$ cat config.mk
export PLATFORM = sky130hd
export DESIGN_NAME = virtual_segment_decoder
export DESIGN_NICKNAME = d
export VERILOG_FILES = /design/src/seg_decode_pkg.sv /design/src/virtual_segment_decoder.sv
export SDC_FILE = /design/constraint.sdc
export NUM_CORES = 1
export LEC_CHECK = 0
export BUFFER_PORTS_ARGS = -buffer_cell sky130_fd_sc_hd__buf_4
export CAP_MARGIN = 5
export CELL_PAD_IN_SITES_DETAIL_PLACEMENT = 0
export CELL_PAD_IN_SITES_GLOBAL_PLACEMENT = 1
export CORE_MARGIN = 10
export CORE_UTILIZATION = 41
export DETAILED_ROUTE_END_ITERATION = 16
export PLACE_DENSITY_LB_ADDON = 0.3
export SETUP_SLACK_MARGIN = 0.5
export SLEW_MARGIN = 15
export SYNTH_ARGS = -nofsm -noshare
export SYNTH_HDL_FRONTEND = slang
export SYNTH_SLANG_ARGS = --single-unit
$ cat constraint.sdc
create_clock -name sys_clk -period 5.65 [get_ports sys_clk]
set_input_delay 0 -clock sys_clk [delete_from_list [all_inputs] [get_ports sys_clk]]
set_output_delay 0 -clock sys_clk [all_outputs]
set_load 0.02 [all_outputs]
$ cat src/seg_decode_pkg.sv
// shared constants, types and carriers for the virtual segment decoder
package seg_decode_pkg;

   // register byte offsets on the control bus
   localparam logic [31:0] ADDR_STATUS = 32'h0000_0000;
   localparam logic [31:0] ADDR_SPACE  = 32'h0000_0004;
   localparam logic [31:0] ADDR_CONFIG = 32'h0000_0008;
   localparam logic [31:0] ADDR_RESULT = 32'h0000_000C;
   localparam logic [31:0] ADDR_ERR_LO = 32'h0000_0010;
   localparam logic [31:0] ADDR_ERR_HI = 32'h0000_0014;

   // status register field positions and register reset values
   localparam int          ST_PRIV_LSB = 0;
   localparam int          ST_EXL_BIT  = 2;
   localparam int          ST_ERL_BIT  = 3;
   localparam int          ST_SX_BIT   = 4;
   localparam int          ST_KX_BIT   = 5;
   localparam logic [5:0]  STATUS_RST  = 6'h00;
   localparam logic [7:0]  SPACE_RST   = 8'h00;
   localparam logic [2:0]  CONFIG_RST  = 3'h2;

   // privilege encodings and cacheability codes
   localparam logic [1:0]  PRIV_KERN   = 2'h0;
   localparam logic [1:0]  PRIV_SUP    = 2'h1;
   localparam logic [2:0]  UNCACHED    = 3'h2;

   // bus responses
   localparam logic [1:0]  RESP_OKAY   = 2'h0;
   localparam logic [1:0]  RESP_SLVERR = 2'h2;

   // top of the mapped kernel window in the 11 region
   localparam logic [63:0] KMAP64_TOP  = 64'hC000_00FF_7FFF_FFFF;

   typedef enum logic [4:0] {
      SEG_NONE        = 5'h00,
      SEG_SUP_USER32  = 5'h01,
      SEG_SUP_OWN32   = 5'h02,
      SEG_SUP_USER64  = 5'h03,
      SEG_SUP_OWN64   = 5'h04,
      SEG_SUP_COMPAT  = 5'h05,
      SEG_K_USER32    = 5'h06,
      SEG_K_DC32      = 5'h07,
      SEG_K_DU32      = 5'h08,
      SEG_K_SUP32     = 5'h09,
      SEG_K_MAP32     = 5'h0A,
      SEG_K_USER64    = 5'h0B,
      SEG_K_SUP64     = 5'h0C,
      SEG_K_PHYS64    = 5'h0D,
      SEG_K_MAP64     = 5'h0E,
      SEG_K_CDC       = 5'h0F,
      SEG_K_CDU       = 5'h10,
      SEG_K_CSUP      = 5'h11,
      SEG_K_CMAP      = 5'h12,
      SEG_K_ERL_USER  = 5'h13
   } seg_type;

   typedef enum logic [1:0] {
      CSRC_UNCACHED   = 2'h0,
      CSRC_TLB        = 2'h1,
      CSRC_CONFIG     = 2'h2,
      CSRC_ADDR       = 2'h3
   } cache_src_type;

   typedef struct packed {
      logic [63:0]    base;
      logic [15:0]    offset;
   } acc_req_type;

   typedef struct packed {
      seg_type        seg;
      logic           mapped;
      logic [63:0]    tlb_vaddr;
      logic [7:0]     space_id;
      logic [31:0]    paddr;
      cache_src_type  cache_src;
      logic [2:0]     cache_attr;
      logic           addr_err;
      logic           overflow;
      logic           kern_mode;
   } dec_res_type;

endpackage

$ cat src/virtual_segment_decoder.sv
// segment decoder with mode state and an AXI4-Lite register slave
//
// The AXI4-Lite slave port and the register offsets were left to the implementer.
`timescale 1ns/1ns

module virtual_segment_decoder
(
   input  wire logic                          sys_clk,
   input  wire logic                          sys_rst,
   input  wire logic [31:0]                   s_axi_awaddr,
   input  wire logic                          s_axi_awvalid,
   output      logic                          s_axi_awready,
   input  wire logic [31:0]                   s_axi_wdata,
   input  wire logic [3:0]                    s_axi_wstrb,
   input  wire logic                          s_axi_wvalid,
   output      logic                          s_axi_wready,
   output      logic [1:0]                    s_axi_bresp,
   output      logic                          s_axi_bvalid,
   input  wire logic                          s_axi_bready,
   input  wire logic [31:0]                   s_axi_araddr,
   input  wire logic                          s_axi_arvalid,
   output      logic                          s_axi_arready,
   output      logic [31:0]                   s_axi_rdata,
   output      logic [1:0]                    s_axi_rresp,
   output      logic                          s_axi_rvalid,
   input  wire logic                          s_axi_rready,
   input  wire logic                          acc_valid,
   input  wire seg_decode_pkg::acc_req_type   acc_req,
   input  wire logic                          exc_event,
   input  wire logic                          exception_return_op,
   output      logic                          res_valid,
   output      seg_decode_pkg::dec_res_type   res,
   output      logic                          kern_mode
);
   import seg_decode_pkg::*;

   logic [31:0]  awaddr_reg;
   logic         aw_held_reg;
   logic [31:0]  wdata_reg;
   logic [3:0]   wstrb_reg;
   logic         w_held_reg;
   logic         bvalid_reg;
   logic [1:0]   bresp_reg;
   logic         rvalid_reg;
   logic [1:0]   rresp_reg;
   logic [31:0]  rdata_reg;
   logic         wr_fire;
   logic         wr_hit;
   logic [5:0]   status_reg;
   logic [7:0]   space_id_reg;
   logic [2:0]   cache_attr_reg;
   logic [63:0]  err_addr_reg;
   logic         res_valid_reg;
   dec_res_type  res_reg;
   logic [1:0]   privilege_field;
   logic         exception_level_flag;
   logic         error_level_flag;
   logic         sup_addr64_sel;
   logic         kern_addr64_sel;
   logic         sup_mode;
   logic         kern;
   logic         narrow;
   logic [63:0]  sum;
   logic [63:0]  va;
   logic         ovf;
   dec_res_type  d;
   logic [31:0]  status_wr;
   logic [31:0]  space_wr;
   logic [31:0]  config_wr;

   // byte-lane merge of a write into a register word
   function automatic logic [31:0] merge(input logic [31:0] old,
                                         input logic [31:0] nw,
                                         input logic [3:0]  strb);
      logic [31:0] r;
      r = old;
      for (int i = 0; i < 4; i++)
      begin
         if (strb[i])
            r[8*i +: 8] = nw[8*i +: 8];
      end
      return r;
   endfunction

   // result for a segment translated through the TLB
   function automatic dec_res_type to_tlb(input dec_res_type r,
                                          input seg_type     s);
      dec_res_type o;
      o           = r;
      o.seg       = s;
      o.mapped    = 1'b1;
      o.cache_src = CSRC_TLB;
      return o;
   endfunction

   // result for an untranslated segment
   function automatic dec_res_type to_phys(input dec_res_type   r,
                                           input seg_type       s,
                                           input cache_src_type c,
                                           input logic [2:0]    a,
                                           input logic [31:0]   p);
      dec_res_type o;
      o            = r;
      o.seg        = s;
      o.mapped     = 1'b0;
      o.cache_src  = c;
      o.cache_attr = a;
      o.paddr      = p;
      return o;
   endfunction

   // held write word merged per byte lane into each register
   assign status_wr = merge({26'h0, status_reg}, wdata_reg, wstrb_reg);
   assign space_wr  = merge({24'h0, space_id_reg}, wdata_reg, wstrb_reg);
   assign config_wr = merge({29'h0, cache_attr_reg}, wdata_reg, wstrb_reg);

   // status fields
   assign privilege_field      = status_reg[ST_PRIV_LSB +: 2];
   assign exception_level_flag = status_reg[ST_EXL_BIT];
   assign error_level_flag     = status_reg[ST_ERL_BIT];
   assign sup_addr64_sel       = status_reg[ST_SX_BIT];
   assign kern_addr64_sel      = status_reg[ST_KX_BIT];

   assign sup_mode = (privilege_field == PRIV_SUP) &&
                     !exception_level_flag && !error_level_flag;
   assign kern     = (privilege_field == PRIV_KERN) ||
                     exception_level_flag || error_level_flag;
   assign narrow   = kern ? !kern_addr64_sel : !sup_addr64_sel;

   // effective address from base plus sign-extended offset
   assign sum = acc_req.base + {{48{acc_req.offset[15]}}, acc_req.offset};
   // sign-extend bit 31 in 32-bit addressing
   assign va  = narrow ? {{32{sum[31]}}, sum[31:0]} : sum;
   // overflow is only flagged; the address wraps at bit 31 and is still decoded
   assign ovf = narrow && (acc_req.offset[15] == acc_req.base[31]) &&
                (sum[31] != acc_req.base[31]);

   // segment decode for the current mode and width
   always_comb
   begin
      d           = '0;
      d.seg       = SEG_NONE;
      d.cache_src = CSRC_UNCACHED;
      d.kern_mode = kern;
      d.overflow  = ovf;
      // space id extends every mapped lookup
      d.space_id  = space_id_reg;
      d.tlb_vaddr = va;
      if (!kern && !sup_mode)
      begin
         // user segments are not decoded here
         d.addr_err = 1'b1;
      end
      else if (!kern)
      begin
         // every supervisor segment is TLB mapped
         if (narrow)
         begin
            if (!va[31])
               d = to_tlb(d, SEG_SUP_USER32);
            else if (va[31:29] == 3'b110)
               d = to_tlb(d, SEG_SUP_OWN32);
            else
               d.addr_err = 1'b1;
         end
         else
         begin
            case (va[63:62])
               2'b00:
               begin
                  // user window up to 1 Tbyte
                  if (va[61:40] == '0)
                     d = to_tlb(d, SEG_SUP_USER64);
                  else
                     d.addr_err = 1'b1;
               end
               2'b01:
               begin
                  // own window up to 1 Tbyte
                  if (va[61:40] == '0)
                     d = to_tlb(d, SEG_SUP_OWN64);
                  else
                     d.addr_err = 1'b1;
               end
               2'b11:
               begin
                  if (&va[61:31] && va[30:29] == 2'b10)
                     d = to_tlb(d, SEG_SUP_COMPAT);
                  else
                     d.addr_err = 1'b1;
               end
               default:
                  d.addr_err = 1'b1;
            endcase
         end
      end
      else if (narrow)
      begin
         case (va[31:29])
            3'b100:
               d = to_phys(d, SEG_K_DC32, CSRC_CONFIG, cache_attr_reg,
                           {3'h0, va[28:0]});
            3'b101:
               d = to_phys(d, SEG_K_DU32, CSRC_UNCACHED, UNCACHED,
                           {3'h0, va[28:0]});
            3'b110:
               d = to_tlb(d, SEG_K_SUP32);
            3'b111:
               d = to_tlb(d, SEG_K_MAP32);
            default:
            begin
               // error level turns the user window into plain memory
               if (error_level_flag)
                  d = to_phys(d, SEG_K_ERL_USER, CSRC_UNCACHED, UNCACHED,
                              {1'b0, va[30:0]});
               else
                  d = to_tlb(d, SEG_K_USER32);
            end
         endcase
      end
      else
      begin
         case (va[63:62])
            2'b00:
            begin
               // only the low 2 Gbytes under error level
               if (error_level_flag && va[61:31] == '0)
                  d = to_phys(d, SEG_K_ERL_USER, CSRC_UNCACHED, UNCACHED,
                              {1'b0, va[30:0]});
               else if (!error_level_flag && va[61:40] == '0)
                  d = to_tlb(d, SEG_K_USER64);
               else
                  d.addr_err = 1'b1;
            end
            2'b01:
            begin
               if (va[61:40] == '0)
                  d = to_tlb(d, SEG_K_SUP64);
               else
                  d.addr_err = 1'b1;
            end
            2'b10:
            begin
               // low 4 Gbytes of each window, attr from the address
               if (va[58:32] == '0)
                  d = to_phys(d, SEG_K_PHYS64, CSRC_ADDR, va[61:59],
                              va[31:0]);
               else
                  d.addr_err = 1'b1;
            end
            default:
            begin
               if (&va[61:31])
               begin
                  case (va[30:29])
                     2'b00:
                        d = to_phys(d, SEG_K_CDC, CSRC_CONFIG,
                                    cache_attr_reg, {3'h0, va[28:0]});
                     2'b01:
                        d = to_phys(d, SEG_K_CDU, CSRC_UNCACHED,
                                    UNCACHED, {3'h0, va[28:0]});
                     2'b10:
                        d = to_tlb(d, SEG_K_CSUP);
                     default:
                        d = to_tlb(d, SEG_K_CMAP);
                  endcase
               end
               else if (va <= KMAP64_TOP)
                  d = to_tlb(d, SEG_K_MAP64);
               else
                  d.addr_err = 1'b1;
            end
         endcase
      end
   end

   // physical address and cacheability leave together, one cycle later
   always_ff @(posedge sys_clk)
   begin
      if (sys_rst)
      begin
         res_valid_reg <= 1'b0;
         res_reg       <= '0;
      end
      else
      begin
         res_valid_reg <= acc_valid;
         if (acc_valid)
            res_reg <= d;
      end
   end

   // faulting address kept for software
   always_ff @(posedge sys_clk)
   begin
      if (sys_rst)
         err_addr_reg <= '0;
      else if (acc_valid && d.addr_err)
         err_addr_reg <= va;
   end

   // write address and data may arrive in either order
   always_ff @(posedge sys_clk)
   begin
      if (sys_rst)
      begin
         aw_held_reg <= 1'b0;
         w_held_reg  <= 1'b0;
         awaddr_reg  <= '0;
         wdata_reg   <= '0;
         wstrb_reg   <= '0;
      end
      else
      begin
         if (s_axi_awvalid && s_axi_awready)
         begin
            aw_held_reg <= 1'b1;
            awaddr_reg  <= s_axi_awaddr;
         end
         else if (wr_fire)
            aw_held_reg <= 1'b0;
         if (s_axi_wvalid && s_axi_wready)
         begin
            w_held_reg <= 1'b1;
            wdata_reg  <= s_axi_wdata;
            wstrb_reg  <= s_axi_wstrb;
         end
         else if (wr_fire)
            w_held_reg <= 1'b0;
      end
   end

   // a channel stalls while its word waits or a response is pending
   assign s_axi_awready = !aw_held_reg && !bvalid_reg;
   assign s_axi_wready  = !w_held_reg && !bvalid_reg;
   assign wr_fire       = aw_held_reg && w_held_reg && !bvalid_reg;
   assign wr_hit        = (awaddr_reg == ADDR_STATUS) ||
                          (awaddr_reg == ADDR_SPACE) ||
                          (awaddr_reg == ADDR_CONFIG);

   // write response
   always_ff @(posedge sys_clk)
   begin
      if (sys_rst)
      begin
         bvalid_reg <= 1'b0;
         bresp_reg  <= RESP_OKAY;
      end
      else if (wr_fire)
      begin
         bvalid_reg <= 1'b1;
         bresp_reg  <= wr_hit ? RESP_OKAY : RESP_SLVERR;
      end
      else if (s_axi_bready)
         bvalid_reg <= 1'b0;
   end

   // status: software write, then return, then exception wins last
   always_ff @(posedge sys_clk)
   begin
      if (sys_rst)
         status_reg <= STATUS_RST;
      else
      begin
         if (wr_fire && awaddr_reg == ADDR_STATUS)
            status_reg <= status_wr[5:0];
         if (exception_return_op)
         begin
            // error level is unwound before exception level
            if (error_level_flag)
               status_reg[ST_ERL_BIT] <= 1'b0;
            else
               status_reg[ST_EXL_BIT] <= 1'b0;
         end
         // a new exception in the same cycle as a return is not lost
         if (exc_event)
            status_reg[ST_EXL_BIT] <= 1'b1;
      end
   end

   // space id and unmapped cacheability
   always_ff @(posedge sys_clk)
   begin
      if (sys_rst)
      begin
         space_id_reg   <= SPACE_RST;
         cache_attr_reg <= CONFIG_RST;
      end
      else if (wr_fire && awaddr_reg == ADDR_SPACE)
         space_id_reg <= space_wr[7:0];
      else if (wr_fire && awaddr_reg == ADDR_CONFIG)
         cache_attr_reg <= config_wr[2:0];
   end

   // reads answer one cycle after the address is taken
   assign s_axi_arready = !rvalid_reg;

   always_ff @(posedge sys_clk)
   begin
      if (sys_rst)
      begin
         rvalid_reg <= 1'b0;
         rresp_reg  <= RESP_OKAY;
         rdata_reg  <= '0;
      end
      else if (s_axi_arvalid && s_axi_arready)
      begin
         rvalid_reg <= 1'b1;
         rresp_reg  <= RESP_OKAY;
         case (s_axi_araddr)
            ADDR_STATUS: rdata_reg <= {26'h0, status_reg};
            ADDR_SPACE:  rdata_reg <= {24'h0, space_id_reg};
            ADDR_CONFIG: rdata_reg <= {29'h0, cache_attr_reg};
            ADDR_RESULT: rdata_reg <= {17'h0, res_reg.seg, kern,
                                       res_reg.overflow, res_reg.addr_err,
                                       res_reg.mapped, res_reg.cache_src,
                                       res_reg.cache_attr, res_valid_reg};
            ADDR_ERR_LO: rdata_reg <= err_addr_reg[31:0];
            ADDR_ERR_HI: rdata_reg <= err_addr_reg[63:32];
            default:
            begin
               rdata_reg <= '0;
               rresp_reg <= RESP_SLVERR;
            end
         endcase
      end
      else if (s_axi_rready)
         rvalid_reg <= 1'b0;
   end

   // outputs
   assign s_axi_bvalid = bvalid_reg;
   assign s_axi_bresp  = bresp_reg;
   assign s_axi_rvalid = rvalid_reg;
   assign s_axi_rresp  = rresp_reg;
   assign s_axi_rdata  = rdata_reg;
   assign res_valid    = res_valid_reg;
   assign res          = res_reg;
   assign kern_mode    = kern;

endmodule

Yosys cells after proc, flatten, opt, wreduce, memory -nomap -nowiden --
Cells that the tools add are included.
Storage, ports and cells: output and inout bits 161, bits in registers 281, bits of input ports 190, word-level logic and storage cells 146
Operators by class: muxes and demuxes 47, bitwise gates (word level) 1, add/subtract/negate cells 1, magnitude comparators 1, equal/unequal tests 19, reduce and logical (&&, ||, !) cells 51
Operators with widths (number):
- $mux W118 | 6
- $pmux W118 S3 | 2
- $pmux W118 S4 | 1
- $mux W114 | 4
- $pmux W115 S3 | 1
- $mux W115 | 2
- $mux W113 | 2
- $mux W112 | 2
- $pmux W32 S6 | 1
- $eq A32 B4 Y1 const B | 3
- $add A64 B64 Y64 | 1
- $eq A32 B3 Y1 const B | 2
- $eq A32 B5 Y1 const B | 2
- $le A64 B64 Y1 const B | 1
- $logic_not A32 Y1 | 2
- $mux W64 | 1
- $logic_not A31 Y1 | 1
- $reduce_and A31 Y1 | 1
- $logic_not A27 Y1 | 1
- $logic_not A22 Y1 | 1
- $logic_and A1 B1 Y1 | 19
- $mux W1 | 18
- $eq A3 B3 Y1 const B | 4
- $logic_not A1 Y1 | 10
- 15 further kinds | 32

Depth between registers and ports, before layout --
word-level depth 14, gate-level depth with buffers 19, gate-level depth less buffers 15

Worst setup path before layout --
Ideal clock, no wire load.
kind input -> register, from input acc_req[0] in the netlist's numbering, to register err_addr_reg[59], stages on the path 17, data required time 5527 ps, slack 1407 ps, buffers on the path 2, data arrival time 4119 ps, setup time 123 ps, path through ha_1 -> fa_1 -> a211oi_2 -> o21ai_2 -> a21oi_1 -> a21oi_1 -> a221oi_1 -> mux2i_2 -> o21ai_1 -> a2111oi_2 -> nand3_2 -> or3_4 -> o22a_1 -> a211oi_2 -> buf_6 -> buf_12 -> mux2_1
On the way: cells in the longest elaborated chain, start to end 11, elaborated cells between the ends (all ways) 37, classes of those cells 1 x add/sub; 1 x order compare; 8 x eq/ne; 17 x mux; 10 x reduce/logical
RTL lines:
- start, declared | RTL line virtual_segment_decoder.sv:28 | input wire seg_decode_pkg::acc_req_type acc_req,
- $add A64 B64 Y64 * | RTL line virtual_segment_decoder.sv:131 | assign sum = acc_req.base + {{48{acc_req.offset[15]}}, acc_req.offset};
- $mux W64 * | RTL line virtual_segment_decoder.sv:133 | assign va = narrow ? {{32{sum[31]}}, sum[31:0]} : sum;
- branches (longest 9 deep; another with $le A64 B64 Y1)
- end signal, assigned | RTL line virtual_segment_decoder.sv:299 | err_addr_reg <= va;
- end, declared | RTL line virtual_segment_decoder.sv:52 | logic [63:0] err_addr_reg;
Every way passes the cells marked *. A chain may end at the register's enable or synchronous reset.

Worst setup path in the final report --
from input acc_req[16] in the netlist's numbering, to register err_addr_reg[57]
The elaborated chain is that of the path after synthesis.

==> impl_metrics.csv <==
group,metric,value,unit
yosys,seq_area_frac_synth,0.3221,
place,pre_cts_ws,0.2257,ns
yosys,synth_area_per_cell,8.036,sq um
critical_path,r2r_cells,15,
yosys,ys_types,94,
clocking,cts_root_buffer,"clkbuf_16",
yosys,muxShareOfSynthArea,0.09668,
floorplanning,num_io_pins,351,
final_layout,antenna-diode-count,0,
final_layout,final_cell_mix,"buf_4 (374), nor2_1 (279), dfxtp_1 (279)",
yosys,synth_edf_count,0,
run_status,outcome,"finished clean",
grt,grt.overflow.total,0,
final_layout,final_nets,2750,
critical_path,crit_required,6.17,ns
job,maxCapViolCount,0,
detailed_routing,post-route-drc-count,0,
floorplanning,die_y,225.7,um
critical_path,crit_path_max_fanout,34,
yosys,synth-simple-area-share,0.2365,
timing,report.final.slew_viol_count,0,
floorplanning,die_w,225.7,um
timing,worst_slew_pin_slew,1.142,ns
timing,finalCriticalPeriod,4.916,ns
floorplanning,start_util,0.4143,
yosys,syn_area,17340,sq um
yosys,synth_warnings,0,
yosys,synthCells,2158,
final_layout,drive_above_1_share,0.2080,
timing,setup-violations-final,0,
clocking,cts_setup_buffers,0,
clocking,clk_latency,0.60,ns
grt,antenna_found_initial,0,
yosys,ys_ff_latch,279,
critical_path,ff2ff_setup_slack,1.16,ns
clocking,clk_pin_slew_worst_paths,0.06,ns
timing,fin_worst_skew,0.03116,ns
grt,grt_pass1_vias,17400,
min_path,holdPathEnd,"res[49]",
detailed_routing,viasPerCell,5.809,
place,gp_congestion,1.005,
critical_path,worst-setup-path-type,"input pin to register",
yosys,synth_compound_area_frac,0.2258,
timing,timing.slew.headroom,0.2329,
detailed_routing,dr.pass1.iters,6,
final_layout,utilization,0.5286,
critical_path,critPathCaptureType,"register",
clocking,cts_buffer_depth,3,
detailed_routing,drt_wl_total,70.29,mm
critical_path,reg2reg_to,"err_addr_reg[57]",
pwr,vdd_ir_drop_max,0.2840,mV
place,numPortBuffers,321,
min_path,holdPathStages,4,
clocking,numCtsBuffers,31,
detailed_routing,route.vias.total,17740,
grt,grt_pass1_wl,106.2,mm
min_path,hp-class,"input pin to register",
clocking,cts_num_sinks,279,
detailed_routing,wl_per_cell,23.02,um
clocking,cts_tree,"yes",
timing,finalWorstSetupSlack,0.7345,ns
floorplanning,row_count,75,
min_path,min_from,"acc_req[1]",
yosys,synthAdderAreaFrac,0.05094,
final_layout,largest_register_ffs,118,
yosys,synth_xor_area_frac,0.02172,
timing,tns,0,ns
timing,hold_viol,0,
critical_path,r2r-start,"status_reg[2]",
yosys,synth.top_cell.area_share,0.3221,
timing,grt_setup_unrepaired,"no",
critical_path,arrival,5.44,ns
detailed_routing,drt_iter0_markers,1629,
clocking,htree_levels,1,
pwr,p_leak,0.009327,uW
final_layout,syn_to_final_growth,27.58,%
yosys,ys_async_sr_fraction,0,
pwr,p_per_area,276.1,nW/um^2
timing,finalCritPeriodShare,0.8700,
timing,max_freq,0.2034,GHz
yosys,ys.flop_type,"dfxtp_1",
grt,grt_max_degree,114,
final_layout,layout_commonest_cell,"buf_4",
yosys,synth_top_family_by_area,"simple AND/OR/NAND/NOR gates",
floorplanning,die_area,50920,sq um
detailed_routing,drtAntennaViolNets,0,
yosys,synthTopCellsByArea,"dfxtp_1 (32%), nor2_1 (6.1%), mux2i_1 (6.0%)",
critical_path,crit_path_start_kind,"input pin",
grt,track_usage,0.2664,
floorplanning,core-area,41850,sq um
yosys,yosys.area.top_type,"dfxtp_1",
place,dp_hpwl,54.60,mm
power by group:
part           total (uW)  leakage [uW]  switching [uW]  internal [uW]
Clock                2220      0.000548             872           1350
Combinational        1750       0.00651            1110            632
Sequential           2140       0.00227            70.4           2070
layer usage:
metal / routed length [um] / GRT usage / up-vias
met5: 0 / 0 / -
met4: 1598 / 0.06231 / 0
met3: 5850 / 0.07186 / 100
met2: 31930 / 0.4283 / 642
met1: 30910 / 0.3479 / 8483
li1: - / - / 8510
through the flow:
step | instances | hold WS, ns | cell area [sq um] | power, uW
floorplan | 2159 | 0.08970 | 17350 | 3151
global placement | 2922 | 0.1859 | 20230 | 3843
detailed placement | 2922 | 0.1921 | 20230 | 3852
CTS | 3053 | 0.009466 | 22100 | 6124
global route | 3053 | 0.05823 | 22120 | 6367
finish | 3053 | 0.01317 | 22120 | 6109
kinds of logic after synthesis:
family,Yosys count
xor gates and xnor gates,43
DFF,279
adders and majority gates,70
other,1
muxes,160
AOI/OAI and AO/OA,573
and+or+nand+nor,855
buffers and inverters,177
cells in the mapped netlist, types with 6 or more instances:
| cell type | instances |
|---|---|
| nor2_1 | 280 |
| dfxtp_1 | 279 |
| nand2_1 | 225 |
| a21oi_1 | 170 |
| mux2i_1 | 104 |
| clkbuf_1 | 95 |
| nand2b_1 | 81 |
| ha_1 | 69 |
| o21ai_0 | 61 |
| a22o_1 | 56 |
| nand4_1 | 49 |
| mux2_2 | 42 |
| nor3_1 | 40 |
| a211oi_1 | 39 |
| buf_2 | 37 |
| nand3_1 | 35 |
| nor2b_1 | 33 |
| a22oi_1 | 31 |
| o21ai_1 | 30 |
| nor4_1 | 29 |
| xnor2_1 | 29 |
| a21o_1 | 21 |
| inv_1 | 21 |
| o211ai_1 | 19 |
| o21a_1 | 19 |
| and3_1 | 18 |
| a31oi_1 | 14 |
| xor2_1 | 14 |
| a221oi_1 | 13 |
| and2_1 | 12 |
| mux2_1 | 12 |
| buf_1 | 9 |
| nor3b_1 | 9 |
| or3_1 | 9 |
| a21oi_2 | 8 |
| o221ai_1 | 8 |
| o31ai_1 | 7 |
| or4_1 | 7 |
| buf_4 | 6 |
| o21bai_1 | 6 |
| o311a_1 | 6 |
worst max path at each step:
stage / slack [ns] / startpoint / end / cells after the start
3_5_place_dp: 0.23 / acc_req[15] / err_addr_reg[2] / 17
6_report: 0.73 / acc_req[16] / err_addr_reg[57] / 19
2_1_floorplan: 1.41 / acc_req[0] / err_addr_reg[59] / 17
5_1_grt: 0.51 / acc_req[15] / res[23] / 15
4_1_cts: 0.62 / acc_req[47] / err_addr_reg[44] / 17
3_3_place_gp: 0.21 / acc_req[15] / err_addr_reg[33] / 16
timing repair:
action                                 CTS  global route
endpoints found under the hold margin   67             0
hold buffers                            74             0
setup endpoints to repair                0            62
resized for setup                        0             6
final cells by class:
type,count,area (sq um)
Clock buffer,39,855.8
Clock inverter,18,274.0
Fill cell,4053,19730
Inverter,22,82.58
Multi-Input combinational cell,1703,11010
Sequential cell,279,5585
Tap cell,539,674.4
Timing Repair Buffer,453,3642
critical path, cell delays in order:
cell and delay [ns]:
dlygate4sd3_1 0.54, buf_4 0.13, ha_1 0.21, fa_1 0.44
a211oi_2 0.27, o21ai_2 0.16, a211oi_4 0.35, o22ai_1 0.29
and3_1 0.27, or4_1 0.44, a211oi_1 0.24, and4_1 0.33
o21ai_2 0.13, or3_4 0.41, o22a_1 0.25, a211oi_4 0.30
buf_12 0.27, buf_12 0.20, mux2i_1 0.21
No activity file was read; power rests on OpenSTA's default activity.
